File: src/ram_playback_pkg.sv
/*
 * Shared constants and types for the waveform RAM playback controller:
 * widths, field positions, destination and mode encodings, controller states
 * and the DDS clock division.
 * Assumes one 200 MHz system clock and a DDS clock of one quarter of it.
 */
`default_nettype none

package ram_playback_pkg;

    ////////////////////////////////////////////////////////////////////////////
    // clock and timing
    localparam int SYS_CLK_MHZ = 200;              // system clock rate
    localparam int DDS_DIV = 4;                    // system clocks per DDS clock
    localparam logic [1:0] DDS_DIV_LAST = 2'(DDS_DIV - 1);

    ////////////////////////////////////////////////////////////////////////////
    // widths
    localparam int PROF_N = 8;                     // number of profiles
    localparam int PROF_W = 3;                     // profile select width
    localparam int ADDR_W = 10;                    // RAM address width
    localparam int DATA_W = 32;                    // RAM word width
    localparam int RATE_W = 16;                    // address step rate width
    localparam int MODE_W = 3;                     // mode field width
    localparam int PHASE_W = 16;                   // phase parameter width
    localparam int AMP_W = 14;                     // amplitude parameter width

    ////////////////////////////////////////////////////////////////////////////
    // field positions
    localparam int DEST_HI = 30;                   // destination field in first_control_register
    localparam int DEST_LO = 29;
    localparam int PHASE_HI = 31;                  // phase bits of a RAM word
    localparam int PHASE_LO = 16;
    localparam int AMP_HI = 31;                    // amplitude-only bits of a RAM word
    localparam int AMP_LO = 18;
    localparam int POLAR_AMP_HI = 15;              // amplitude bits in polar
    localparam int POLAR_AMP_LO = 2;

    ////////////////////////////////////////////////////////////////////////////
    // reset values and the unit rate
    localparam logic [ADDR_W-1:0] ADDR_RST = 10'h000;
    localparam logic [DATA_W-1:0] WORD_RST = 32'h0000_0000;
    localparam logic [PROF_W-1:0] PROF_RST = 3'h0;
    localparam logic [RATE_W-1:0] RATE_ONE = 16'h0001;

    ////////////////////////////////////////////////////////////////////////////
    // destination codes
    localparam logic [1:0] DEST_FREQ = 2'h0;
    localparam logic [1:0] DEST_PHASE = 2'h1;
    localparam logic [1:0] DEST_AMP = 2'h2;
    localparam logic [1:0] DEST_POLAR = 2'h3;

    // decoded playback modes
    typedef enum logic [2:0] {
        MK_DIRECT = 3'b000,
        MK_RAMP_UP = 3'b001,
        MK_BIDIR = 3'b010,
        MK_CONT_BIDIR = 3'b011,
        MK_RECIRC = 3'b100
    } mode_kind_t;

    // mode field codes
    localparam logic [MODE_W-1:0] MODE_RAMP_UP = 3'h1;
    localparam logic [MODE_W-1:0] MODE_BIDIR = 3'h2;
    localparam logic [MODE_W-1:0] MODE_CONT_BIDIR = 3'h3;
    localparam logic [MODE_W-1:0] MODE_RECIRC = 3'h4;

    // controller states
    typedef enum logic [2:0] {
        ST_IDLE = 3'b000,
        ST_DIRECT = 3'b001,
        ST_RAMP = 3'b010,
        ST_DONE = 3'b011,
        ST_SUSPEND = 3'b100
    } play_state_t;

endpackage : ram_playback_pkg

`default_nettype wire

File: src/ram_waveform_playback.sv
/*
 * Waveform RAM playback controller. Picks one of eight profiles from the
 * profile pins, reads the 1024 x 32 RAM, routes each word to frequency,
 * phase, amplitude or polar phase and amplitude, and runs direct switch (with optional zero crossing)
 * and ramp-up playback with a sweep-done output.
 * Assumes a RAM read port with one cycle of latency, profile fields on flat
 * input buses (profile n at slice n), and a phase accumulator wrap pulse.
 */
`default_nettype none

module ram_waveform_playback (
    input wire logic clk_i,                                           // system clock, 200 MHz
    input wire logic srst_i,                                          // synchronous reset, high
    input wire logic ram_enable_i,                                    // RAM enable control bit
    input wire logic io_update_i,                                     // I/O update pulse
    input wire logic serial_ram_access_i,                             // serial port is using RAM
    input wire logic [ram_playback_pkg::PROF_W-1:0] profile_i,        // profile select pins
    input wire logic [31:0] first_control_register_i,                 // holds destination field
    input wire logic [ram_playback_pkg::PROF_N*ram_playback_pkg::ADDR_W-1:0] start_addr_i, // starts
    input wire logic [ram_playback_pkg::PROF_N*ram_playback_pkg::ADDR_W-1:0] end_addr_i,   // ends
    input wire logic [ram_playback_pkg::PROF_N*ram_playback_pkg::RATE_W-1:0] step_rate_i,  // rates
    input wire logic [ram_playback_pkg::PROF_N*ram_playback_pkg::MODE_W-1:0] mode_i,       // modes
    input wire logic [ram_playback_pkg::PROF_N-1:0] no_dwell_i,       // no-dwell bit per profile
    input wire logic [ram_playback_pkg::PROF_N-1:0] zero_cross_i,     // zero-crossing bit per profile
    input wire logic [31:0] frequency_tuning_word_i,                  // frequency register
    input wire logic [ram_playback_pkg::PHASE_W-1:0] phase_offset_word_i,     // phase register
    input wire logic [ram_playback_pkg::AMP_W-1:0] amplitude_scale_factor_i,  // amplitude register
    input wire logic phase_wrap_i,                                    // accumulator wrapped to zero
    input wire logic [ram_playback_pkg::DATA_W-1:0] ram_data_i,       // RAM read data
    output logic [ram_playback_pkg::ADDR_W-1:0] ram_addr_o,           // RAM read address
    output logic ram_rd_o,                                            // RAM read strobe
    output logic [31:0] freq_o,                                       // frequency to the core
    output logic [ram_playback_pkg::PHASE_W-1:0] phase_o,             // phase to the core
    output logic [ram_playback_pkg::AMP_W-1:0] amp_o,                 // amplitude to the core
    output logic sweep_done_out_o,                                    // end of playback sequence
    output logic playing_o,                                           // direct or ramp in progress
    output logic unsupported_mode_o                                   // profile mode not sequenced here
);

    ////////////////////////////////////////////////////////////////////////////
    // state

    typedef struct packed {
        ram_playback_pkg::play_state_t st;
        logic [ram_playback_pkg::PROF_W-1:0] prof_q1;
        logic [ram_playback_pkg::PROF_W-1:0] prof_q2;
        logic [ram_playback_pkg::PROF_W-1:0] prof_last;
        logic [ram_playback_pkg::PROF_W-1:0] prof;
        logic ram_en;
        logic [ram_playback_pkg::ADDR_W-1:0] addr;
        logic rd_q;
        logic [ram_playback_pkg::DATA_W-1:0] word;
        logic word_vld;
        logic [ram_playback_pkg::DATA_W-1:0] applied;
        logic applied_vld;
        logic sweep;
        logic unsup;
        logic [31:0] freq;
        logic [ram_playback_pkg::PHASE_W-1:0] phase;
        logic [ram_playback_pkg::AMP_W-1:0] amp;
    } play_regs_t;

    play_regs_t s_r;
    play_regs_t s_nxt;

    logic [ram_playback_pkg::ADDR_W-1:0] sel_start;
    logic [ram_playback_pkg::ADDR_W-1:0] sel_end;
    logic [ram_playback_pkg::RATE_W-1:0] sel_rate;
    logic [ram_playback_pkg::MODE_W-1:0] sel_mode;
    logic sel_no_dwell;
    logic sel_zero_cross;
    logic [1:0] dest;
    logic prof_change;
    logic start_evt;
    logic timer_restart;
    logic timer_run;
    logic step_expire;
    logic zc_hold;

    ////////////////////////////////////////////////////////////////////////////
    // functions

    // mode field to playback mode
    function automatic ram_playback_pkg::mode_kind_t decode_mode(
        input logic [ram_playback_pkg::MODE_W-1:0] code
    );
        case (code)
            ram_playback_pkg::MODE_RAMP_UP: decode_mode = ram_playback_pkg::MK_RAMP_UP;
            ram_playback_pkg::MODE_BIDIR: decode_mode = ram_playback_pkg::MK_BIDIR;
            ram_playback_pkg::MODE_CONT_BIDIR: decode_mode = ram_playback_pkg::MK_CONT_BIDIR;
            ram_playback_pkg::MODE_RECIRC: decode_mode = ram_playback_pkg::MK_RECIRC;
            default: decode_mode = ram_playback_pkg::MK_DIRECT;      // 000, 101, 110, 111
        endcase
    endfunction : decode_mode

    // true for the modes whose sequencing lives elsewhere
    function automatic logic mode_unsupported(input ram_playback_pkg::mode_kind_t mk);
        mode_unsupported = (mk == ram_playback_pkg::MK_BIDIR) ||
                           (mk == ram_playback_pkg::MK_CONT_BIDIR) ||
                           (mk == ram_playback_pkg::MK_RECIRC);
    endfunction : mode_unsupported

    ////////////////////////////////////////////////////////////////////////////
    // fields of the active profile; the index is latched at each start, and a
    // pin change leaving the sync chain starts again with the new profile

    assign sel_start = start_addr_i[s_r.prof*ram_playback_pkg::ADDR_W +: ram_playback_pkg::ADDR_W];
    assign sel_end = end_addr_i[s_r.prof*ram_playback_pkg::ADDR_W +: ram_playback_pkg::ADDR_W];
    assign sel_rate = step_rate_i[s_r.prof*ram_playback_pkg::RATE_W +: ram_playback_pkg::RATE_W];
    assign sel_no_dwell = no_dwell_i[s_r.prof];
    assign sel_zero_cross = zero_cross_i[s_r.prof];
    // the new profile's mode is read straight from the synchronised pins at a start
    assign sel_mode = mode_i[s_r.prof_q2*ram_playback_pkg::MODE_W +: ram_playback_pkg::MODE_W];
    assign dest = first_control_register_i[ram_playback_pkg::DEST_HI:ram_playback_pkg::DEST_LO];

    // change seen on the synchronised pins, in the same cycle the second stage shows it
    assign prof_change = (s_r.prof_q2 != s_r.prof_last);
    // serial access has priority: starts are not taken while it runs
    assign start_evt = (io_update_i || prof_change) && !serial_ram_access_i;

    // zero crossing only holds phase in direct mode with phase destination
    assign zc_hold = sel_zero_cross && (dest == ram_playback_pkg::DEST_PHASE) &&
                     (s_r.st == ram_playback_pkg::ST_DIRECT);

    // timer restarts at every start and counts only while ramping
    assign timer_restart = start_evt;
    assign timer_run = (s_r.st == ram_playback_pkg::ST_RAMP);

    ////////////////////////////////////////////////////////////////////////////
    // step timer

    ram_step_timer u_step_timer (
        .clk_i(clk_i),
        .srst_i(srst_i),
        .restart_i(timer_restart),
        .run_i(timer_run),
        .rate_i(sel_rate),
        .expire_o(step_expire)
    );

    ////////////////////////////////////////////////////////////////////////////
    // next-state logic

    always_comb begin
        ram_playback_pkg::mode_kind_t mk;
        s_nxt = s_r;
        mk = ram_playback_pkg::MK_DIRECT;

        // two-stage sync of the profile pins, then the compare stage
        s_nxt.prof_q1 = profile_i;
        s_nxt.prof_q2 = s_r.prof_q1;
        s_nxt.prof_last = s_r.prof_q2;
        if (start_evt) begin
            s_nxt.prof = s_r.prof_q2;
        end

        // read data arrives one cycle after the strobe
        s_nxt.rd_q = ram_rd_o && !start_evt;                            // a start drops the old address's read
        s_nxt.word_vld = s_r.rd_q;
        if (s_r.rd_q) begin
            s_nxt.word = ram_data_i;
        end

        // controller
        if (serial_ram_access_i) begin
            // an interrupted waveform is not resumed, it waits for a new start
            s_nxt.st = ram_playback_pkg::ST_SUSPEND;
            s_nxt.applied_vld = 1'b0;
            s_nxt.word_vld = 1'b0;
            s_nxt.sweep = 1'b0;
        end else if (start_evt) begin
            s_nxt.ram_en = ram_enable_i;
            mk = decode_mode(sel_mode);
            s_nxt.unsup = ram_enable_i && mode_unsupported(mk);
            s_nxt.addr = start_addr_i[s_r.prof_q2*ram_playback_pkg::ADDR_W +: ram_playback_pkg::ADDR_W];
            s_nxt.sweep = 1'b0;
            s_nxt.word_vld = 1'b0;
            if (!ram_enable_i) begin
                s_nxt.st = ram_playback_pkg::ST_IDLE;
                s_nxt.applied_vld = 1'b0;
            end else begin
                case (mk)
                    ram_playback_pkg::MK_DIRECT: begin
                        s_nxt.st = ram_playback_pkg::ST_DIRECT;
                    end
                    ram_playback_pkg::MK_RAMP_UP: begin
                        s_nxt.st = ram_playback_pkg::ST_RAMP;
                    end
                    default: begin
                        s_nxt.st = ram_playback_pkg::ST_IDLE;
                        s_nxt.applied_vld = 1'b0;
                    end
                endcase
            end
        end else begin
            case (s_r.st)
                ram_playback_pkg::ST_DIRECT: begin
                    // address never moves; sweep stays low, no-dwell unused
                    s_nxt.sweep = 1'b0;
                end
                ram_playback_pkg::ST_RAMP: begin
                    if (step_expire) begin
                        if (s_r.addr == sel_end) begin
                            // no-dwell goes back to start; otherwise stay at end
                            if (sel_no_dwell) begin
                                s_nxt.addr = sel_start;
                            end
                            s_nxt.st = ram_playback_pkg::ST_DONE;
                            s_nxt.sweep = 1'b1;
                        end else begin
                            s_nxt.addr = s_r.addr + 10'h001;
                            if (s_nxt.addr == sel_end && !sel_no_dwell) begin
                                s_nxt.st = ram_playback_pkg::ST_DONE;
                                s_nxt.sweep = 1'b1;
                            end
                        end
                    end
                end
                ram_playback_pkg::ST_DONE: begin
                    s_nxt.st = ram_playback_pkg::ST_DONE;
                end
                ram_playback_pkg::ST_SUSPEND: begin
                    s_nxt.st = ram_playback_pkg::ST_IDLE;
                end
                default: begin
                    s_nxt.st = ram_playback_pkg::ST_IDLE;
                end
            endcase
        end

        // the fetched word is applied at once, or at wrap under zero crossing
        if (!serial_ram_access_i && !start_evt && s_r.word_vld) begin
            if (!zc_hold || phase_wrap_i) begin
                s_nxt.applied = s_r.word;
                s_nxt.applied_vld = 1'b1;
            end
        end

        // sweep flag forced low whenever the enable latched at the last start is low
        if (!s_nxt.ram_en) begin
            s_nxt.sweep = 1'b0;
        end

        // parameters default to their registers
        s_nxt.freq = frequency_tuning_word_i;
        s_nxt.phase = phase_offset_word_i;
        s_nxt.amp = amplitude_scale_factor_i;
        if (s_r.ram_en && s_r.applied_vld) begin
            // low bits outside each slice are simply not looked at
            case (dest)
                ram_playback_pkg::DEST_FREQ: begin
                    s_nxt.freq = s_r.applied;
                end
                ram_playback_pkg::DEST_PHASE: begin
                    s_nxt.phase = s_r.applied[ram_playback_pkg::PHASE_HI:ram_playback_pkg::PHASE_LO];
                end
                ram_playback_pkg::DEST_AMP: begin
                    s_nxt.amp = s_r.applied[ram_playback_pkg::AMP_HI:ram_playback_pkg::AMP_LO];
                end
                default: begin
                    s_nxt.phase = s_r.applied[ram_playback_pkg::PHASE_HI:ram_playback_pkg::PHASE_LO];
                    s_nxt.amp = s_r.applied[ram_playback_pkg::POLAR_AMP_HI:ram_playback_pkg::POLAR_AMP_LO];
                end
            endcase
        end
    end

    ////////////////////////////////////////////////////////////////////////////
    // state register

    always_ff @(posedge clk_i) begin
        if (srst_i) begin
            s_r <= '0;
            s_r.st <= ram_playback_pkg::ST_IDLE;
            s_r.addr <= ram_playback_pkg::ADDR_RST;
            s_r.word <= ram_playback_pkg::WORD_RST;
            s_r.applied <= ram_playback_pkg::WORD_RST;
            s_r.prof <= ram_playback_pkg::PROF_RST;
        end else begin
            s_r <= s_nxt;
        end
    end

    ////////////////////////////////////////////////////////////////////////////
    // outputs

    // RAM is read every cycle while a waveform is live; the serial port owns it otherwise
    assign ram_rd_o = !serial_ram_access_i &&
                      ((s_r.st == ram_playback_pkg::ST_DIRECT) ||
                       (s_r.st == ram_playback_pkg::ST_RAMP) ||
                       (s_r.st == ram_playback_pkg::ST_DONE));
    assign ram_addr_o = s_r.addr;
    assign freq_o = s_r.freq;
    assign phase_o = s_r.phase;
    assign amp_o = s_r.amp;
    assign sweep_done_out_o = s_r.sweep;
    assign playing_o = (s_r.st == ram_playback_pkg::ST_DIRECT) ||
                       (s_r.st == ram_playback_pkg::ST_RAMP);
    assign unsupported_mode_o = s_r.unsup;

endmodule : ram_waveform_playback

`default_nettype wire

File: src/ram_step_timer.sv
/*
 * Address step timer: a divide-by-four prescaler forms the DDS clock tick,
 * and a 16-bit counter of those ticks gives one expiry pulse per step rate.
 * Assumes the rate input is stable while the timer runs.
 */
`default_nettype none

module ram_step_timer (
    input wire logic clk_i,                             // system clock
    input wire logic srst_i,                            // synchronous reset, high
    input wire logic restart_i,                         // restart interval from zero
    input wire logic run_i,                             // count while high
    input wire logic [ram_playback_pkg::RATE_W-1:0] rate_i, // step rate in DDS clocks
    output logic expire_o                               // one-cycle expiry pulse
);

    typedef struct packed {
        logic [1:0] pre;
        logic [ram_playback_pkg::RATE_W-1:0] cnt;
        logic expire;
    } timer_state_t;

    timer_state_t s_r;
    timer_state_t s_nxt;
    logic [ram_playback_pkg::RATE_W-1:0] rate_eff;
    logic [ram_playback_pkg::RATE_W-1:0] cnt_inc;

    // a zero rate runs as a rate of one, giving one expiry every DDS clock tick
    assign rate_eff = (rate_i == '0) ? ram_playback_pkg::RATE_ONE : rate_i;
    assign cnt_inc = s_r.cnt + ram_playback_pkg::RATE_ONE;

    ////////////////////////////////////////////////////////////////////////////
    // interval of four system clocks per rate unit
    always_comb begin
        s_nxt = s_r;
        s_nxt.expire = 1'b0;
        if (restart_i || !run_i) begin
            s_nxt.pre = 2'h0;
            s_nxt.cnt = '0;
        end else begin
            s_nxt.pre = s_r.pre + 2'h1;
            if (s_r.pre == ram_playback_pkg::DDS_DIV_LAST) begin
                if (cnt_inc >= rate_eff) begin
                    s_nxt.cnt = '0;
                    s_nxt.expire = 1'b1;
                end else begin
                    s_nxt.cnt = cnt_inc;
                end
            end
        end
    end

    // state register
    always_ff @(posedge clk_i) begin
        if (srst_i) begin
            s_r <= '0;
        end else begin
            s_r <= s_nxt;
        end
    end

    assign expire_o = s_r.expire;

endmodule : ram_step_timer

`default_nettype wire

File: config.mk
export PLATFORM = sky130hd
export DESIGN_NAME = ram_waveform_playback
export DESIGN_NICKNAME = d
export VERILOG_FILES = /design/src/ram_playback_pkg.sv /design/src/ram_waveform_playback.sv /design/src/ram_step_timer.sv
export SDC_FILE = /design/constraint.sdc
export NUM_CORES = 1
export LEC_CHECK = 0
export BUFFER_PORTS_ARGS = -buffer_cell sky130_fd_sc_hd__buf_4
export CAP_MARGIN = 30
export CORE_MARGIN = 1
export CORE_UTILIZATION = 25
export DETAILED_ROUTE_END_ITERATION = 10
export PLACE_DENSITY_LB_ADDON = 0.15
export SKIP_LAST_GASP = 1
export SYNTH_ARGS = -nofsm -noshare
export SYNTH_HDL_FRONTEND = slang
export SYNTH_SLANG_ARGS = --single-unit
File: constraint.sdc
create_clock -name clk_i -period 5 [get_ports clk_i]
set_input_delay 0.25 -clock clk_i [delete_from_list [all_inputs] [get_ports clk_i]]
set_output_delay 0.25 -clock clk_i [all_outputs]
set_load 0.03 [all_outputs]
==> results.py, run 1 <==
metrics = {
    "logic_synthesis": {
        "synth_edf_count": 0,
        "synth.top_cell.area_share_pct": 31.2,
        "synthCells": 1137,
        "synth_compound_area_share_pct": 6.80,
        "syn_nets": 1619,
        "synth_xor_xnor_area_share_pct": 3.56,
        "yosys-mux-area-fraction_pct": 32.7,
        "synth-warning-count": 0,
        "synth_area_leaders": "dfxtp_1, mux4_2, mux2i_1",
        "synth_area_um2": 11300,
        "synth_simple_gate_area_share_pct": 15.4,
        "ys_types": 49,
        "synth_top_family_by_area": "multiplexers",
        "synthAdderAreaFrac_pct": 2.10,
        "synth-seq-cells": 176,
        "syn_area_per_cell_um2": 9.94,
        "ys_seq_area_share_pct": 31.2,
        "ys.flop_type": "dfxtp_1",
        "synthArstFlopShare_pct": 0,
        "yosysTopAreaCell": "dfxtp_1",
    },
    "final_layout": {
        "finalInstanceArea_um2": 15800,
        "layout.cells.non_filler": 2138,
        "fillers": 4618,
        "regArea_um2": 3530,
        "final_util_pct": 35.6,
        "drive_above_1_share_pct": 44.2,
        "multiInputGateArea_um2": 6860,
        "area_growth_pct": 39.8,
        "mostFrequentLayoutCells": "buf_4, dfxtp_1, mux2i_1",
        "final_common_cell": "buf_4",
        "nets": 2014,
    },
    "global_routing": {
        "grt_max_degree": 79,
        "grt_overflow_total": 0,
        "grt_pass1_vias": 10273,
        "antenna_found_initial": 2,
        "grt.total_usage_pct": 17.4,
        "grt_pass1_wl_um": 61100,
    },
    "clock_tree": {
        "cts_sinks": 176,
        "clock_latency_ns": 0.44,
        "clockBufferDepth": 2,
        "post_cts_resized": 0,
        "path_clk_slew_ns": 0.07,
        "htreeDepth": 4,
        "clock-root-buffer": "clkbuf_16",
        "cts_tree": "done",
        "cts_inserted_buffers": 17,
    },
    "hold_path": {
        "worstHoldStart": "ram_data_i[6]",
        "hold_class": "in -> reg",
        "holdPathStages": 3,
    },
    "flow_run": {
        "max_cap_violations": 0,
    },
    "drt": {
        "wl_met2_um": 19800,
        "met3_length_um": 2350,
        "viasPerCell": 4.67,
        "drtIter0Drc": 563,
        "drt_wl_total_um": 40700,
        "wl_met1_um": 18100,
        "drc_errors": 0,
        "vias": 9984,
        "highest_layer": "met4",
        "ant_nets": 0,
        "detail_route.wl_per_cell_um": 19.0,
        "dr.pass1.iters": 5,
    },
    "place": {
        "hpwlAfterDp_um": 32500,
        "dp_slack_ns": 0.596,
        "globalplace.congestion": 0.866,
        "dp_cells": 2102,
        "portBuffers": 508,
        "dpl_cell_area_um2": 15200,
    },
    "timing": {
        "finalHoldViolations": 0,
        "slew_violations": 0,
        "hold_ws_ns": 0.0449,
        "fin_skew_ns": 0.0128,
        "tns_ns": 0,
        "slew_headroom_pct": 34.8,
        "setup_slack_ns": 0.631,
        "setup_viol": 0,
        "fmax_mhz": 229,
        "rsz0062_at_grt": "false",
        "min_period_ns": 4.37,
        "timing.final.crit_share_pct": 87.4,
        "tightestPinTransition_ns": 0.979,
    },
    "floorplanning": {
        "core_area_um2": 44400,
        "rows": 77,
        "start_util_pct": 25.4,
        "chipWidth_um": 215,
        "io_pins": 539,
        "fp.dieH_um": 215,
        "dieArea_um2": 46100,
    },
    "power_and_ir_drop": {
        "p_total_mw": 3.55,
        "peakVddDrop_uv": 205,
        "p_leak_nw": 6.64,
        "cellPowerDensity_nw_per_um2": 225,
    },
    "critical_path": {
        "reg2reg_from": "s_r[142]",
        "required_ns": 5.34,
        "startpoint_type": "flip-flop",
        "cp_data_arrival_time_ns": 4.71,
        "critical_path.endpoint_type": "flip-flop",
        "critPathMaxFanout": 30,
        "cp-startpoint": "s_r[142]",
        "crit_type": "reg -> reg",
        "rr_worst_depth": 16,
    },
    "run_status": {
        "status": "completed",
    },
}
## report_power, final
group / internal, mW / total, mW / switching (mW)
Clock: 0.704 / 1.30 / 0.598
Combinational: 0.445 / 0.774 / 0.330
Sequential: 1.44 / 1.48 / 0.0358
## layer usage
metal,up-vias,GRT usage (%)
met5,-,0
met4,0,3.48
met3,25,4.54
met2,314,28.7
met1,4804,22.9
li1,4841,-
## path summary, 6_finish.rpt
path                                             end  slack, ns
worst max register to register   u_step_timer.s_r[8]       0.63
worst min register to register  u_step_timer.s_r[17]       0.42
worst max-delay path             u_step_timer.s_r[8]       0.63
worst min-delay path                        s_r[104]       0.04
## cell usage after synthesis (all sizes together) (2+ instances only)
cell type,count
a211oi,26
a21o,5
a21oi,63
a311oi,5
a31oi,15
and3,7
buf,104
clkbuf,56
dfxtp,176
ha,19
mux2,2
mux2i,134
mux4,101
nand2,126
nand2b,18
nand3,24
nand3b,11
nand4,8
nand4b,10
nor2,120
nor2b,15
nor3,14
nor3b,6
nor4,4
o21ai,8
or4,2
xnor2,24
xor2,22
## logic make-up after synthesis
group,Yosys count
compound gates,127
xor+xnor,46
fa+ha+maj,19
buf+inv,161
flops,176
mux,237
simple gates,371
## worst max-delay path, stage by stage, from the launching register on
cell and delay, ns:
dfxtp_4 0.53, buf_4 0.33, mux4_2 0.55, mux2i_1 0.28, nand4_1 0.12, or4_1 0.53
nand2_1 0.09, ha_1 0.23, nand2b_1 0.14, a21o_1 0.17, a21o_1 0.17, a211oi_1 0.22
o21ai_1 0.11, a31oi_2 0.13, buf_4 0.33, nand4b_1 0.14, a31oi_1 0.20
## flip-flops by register name, indices dropped and copies added (netlist names)
register / count
s_r: 77
u_step_timer.expire_o: 1
sweep_done_out_o: 1
unsupported_mode_o: 1
ram_addr_o: 10
s_nxt: 6
freq_o: 32
amp_o: 14
u_step_timer.s_r: 18
phase_o: 16
## area by class of cell
type	instances	area share, %
Multi-Input combinational cell	800	43.5
Timing Repair Buffer	536	25.9
Sequential cell	176	22.4
Tap cell	592	4.69
Clock buffer	21	2.85
Clock inverter	11	0.657
Inverter	1	0.0238
Antenna cell	1	0.0158
## timing repair
| item | in CTS | in global routing |
|---|---|---|
| endpoints found under the hold margin | 3 | 0 |
| buffers inserted | 0 | 0 |
| hold buffers | 3 | 0 |
(Power assumes the default switching activity.)
==> run 2: changes to the inputs <==
- ABC_CLOCK_PERIOD_IN_PS: unset -> 5000
- CTS_BUF_LIST: unset -> sky130_fd_sc_hd__clkbuf_8
- PLACE_DENSITY_LB_ADDON: 0.15 -> unset
==> results.py, run 2 (synthesized netlist as in run 1, its figures left out) <==
metrics = {
    "place": {
        "portBuffers": 508,
        "dp_cells": 2104,
        "hpwlAfterDp_um": 35400,
        "dp_slack_ns": 0.683,
        "globalplace.congestion": 0.914,
    },
    "final_layout": {
        "final_common_cell": "buf_4",
        "regMostFlops": "s_r",
        "nets": 2092,
        "largest_register_ffs": 77,
        "layout.cells.non_filler": 2218,
        "mostFrequentLayoutCells": "buf_4, dfxtp_1, mux2i_1",
        "drive_above_1_share_pct": 42.3,
        "area_growth_pct": 44.7,
    },
    "floorplanning": {
        "start_util_pct": 25.4,
        "dieArea_um2": 46100,
        "io_pins": 539,
        "core_area_um2": 44400,
        "chipWidth_um": 215,
        "rows": 77,
        "fp.dieH_um": 215,
    },
    "global_routing": {
        "grt_max_degree": 78,
        "grt.total_usage_pct": 18.9,
        "grt_pass1_vias": 10833,
        "grt_pass1_wl_um": 65700,
        "antenna_found_initial": 7,
        "grt_overflow_total": 0,
    },
    "clock_tree": {
        "cts_sinks": 176,
        "clock_latency_ns": 0.48,
        "htreeDepth": 4,
        "cts_inserted_buffers": 17,
        "cts_tree": "done",
        "path_clk_slew_ns": 0.09,
        "clockBufferDepth": 2,
        "clock-root-buffer": "clkbuf_8",
    },
    "timing": {
        "min_period_ns": 4.36,
        "timing.final.crit_share_pct": 87.2,
        "rsz0062_at_grt": "false",
        "setup_slack_ns": 0.641,
        "slew_headroom_pct": 37.3,
        "setup_viol": 0,
        "tightestPinTransition_ns": 0.938,
        "slew_violations": 0,
        "fin_skew_ns": 0.0166,
        "tns_ns": 0,
        "finalHoldViolations": 0,
        "fmax_mhz": 229,
        "hold_ws_ns": 0.0367,
    },
    "critical_path": {
        "r2r-end": "u_step_timer.s_r[8]",
        "critical-path-slowest-cell": "dfxtp_4",
        "rr_worst_depth": 16,
        "critPathMaxFanout": 30,
        "r2r_slack_ns": 0.64,
        "cp-startpoint": "s_r[142]",
        "cp_data_arrival_time_ns": 4.74,
        "path_cells": "buf_4 -> mux4_2 -> mux2i_1 -> nand4_1 -> or4_1 -> nand2_1 -> ha_1 -> nand2b_1 -> a21o_1 -> a21o_1 -> a211oi_1 -> o21ai_1 -> a31oi_2 -> buf_4 -> nand4b_1 -> a31oi_1",
        "crit_path_end": "u_step_timer.s_r[8]",
        "required_ns": 5.38,
        "slowest_delay_ns": 0.55,
        "reg2reg_from": "s_r[142]",
        "startpoint_type": "flip-flop",
        "critical_path.endpoint_type": "flip-flop",
        "crit_type": "reg -> reg",
    },
    "drt": {
        "drt_wl_total_um": 44000,
        "drc_errors": 0,
        "vias": 10559,
        "detail_route.wl_per_cell_um": 19.8,
        "dr.pass1.iters": 5,
        "ant_nets": 0,
        "drtIter0Drc": 660,
        "viasPerCell": 4.76,
    },
    "power_and_ir_drop": {
        "p_leak_nw": 6.89,
        "cellPowerDensity_nw_per_um2": 205,
        "peakVddDrop_uv": 167,
        "p_total_mw": 3.34,
    },
    "hold_path": {
        "worstHoldStart": "frequency_tuning_word_i[9]",
        "holdPathStages": 3,
        "hold_class": "in -> reg",
    },
    "flow_run": {
        "max_cap_violations": 0,
    },
    "run_status": {
        "status": "completed",
    },
}
run 2: per-layer routing:
layer / global-route usage, % / part of all wire, %
met3: 4.06 / 6.6
met2: 32.4 / 49
met1: 24.6 / 44
met5: 0 / 0.030
met4: 3.12 / 0.92
run 2: final cells by class:
| type | count | area (µm²) |
|---|---|---|
| diodes | 4 | 10.0 |
| clock buffers | 17 | 234 |
| clock inverters | 14 | 155 |
| fillers | 4450 | 28100 |
| inverters | 1 | 3.75 |
| multi-input cells | 800 | 6860 |
| flip-flops and latches | 176 | 3530 |
| well taps | 592 | 741 |
| repair buffers | 614 | 4810 |
run 2: power by group:
part	leakage (nW)	internal [mW]	switching (mW)
clock	0.205	0.452	0.564
sequential	1.44	1.44	0.0338
combinational	5.24	0.483	0.371
total	6.89	2.38	0.969
run 2: worst max-delay path, delay by kind of cell (launching register included):
kind                       cells  cell delay, ns
adders and majority gates      1            0.21
and+or+nand+nor                5            1.04
buffers and inverters          2            0.60
AOI/OAI and AO/OA              6            1.01
muxes                          2            0.83
DFF                            1            0.55
run 2: worst min-delay path by stage:
stage                           endpoint  slack [ns]
floorplan                     s_nxt[148]        0.38
global placement    u_step_timer.s_r[17]        0.41
detailed placement  u_step_timer.s_r[17]        0.42
CTS                            freq_o[9]     0.00006
global route                    s_r[102]        0.01
finish                         freq_o[9]        0.04
run 2: repair_timing:
item,4_1_cts,5_1_grt
buffers inserted,0,0
resized for setup,0,0
endpoints found under the hold margin,79,0
hold buffers,79,0
run 2: per-stage QoR:
| step | cell area, µm² | util, % |
|---|---|---|
| 6_report | 16300 | 36.8 |
| 5_1_grt | 16300 | 36.8 |
| 4_1_cts | 16300 | 36.8 |
| 3_5_place_dp | 15200 | 34.1 |
| 3_3_place_gp | 15200 | 34.1 |
| 2_1_floorplan | 11300 | - |
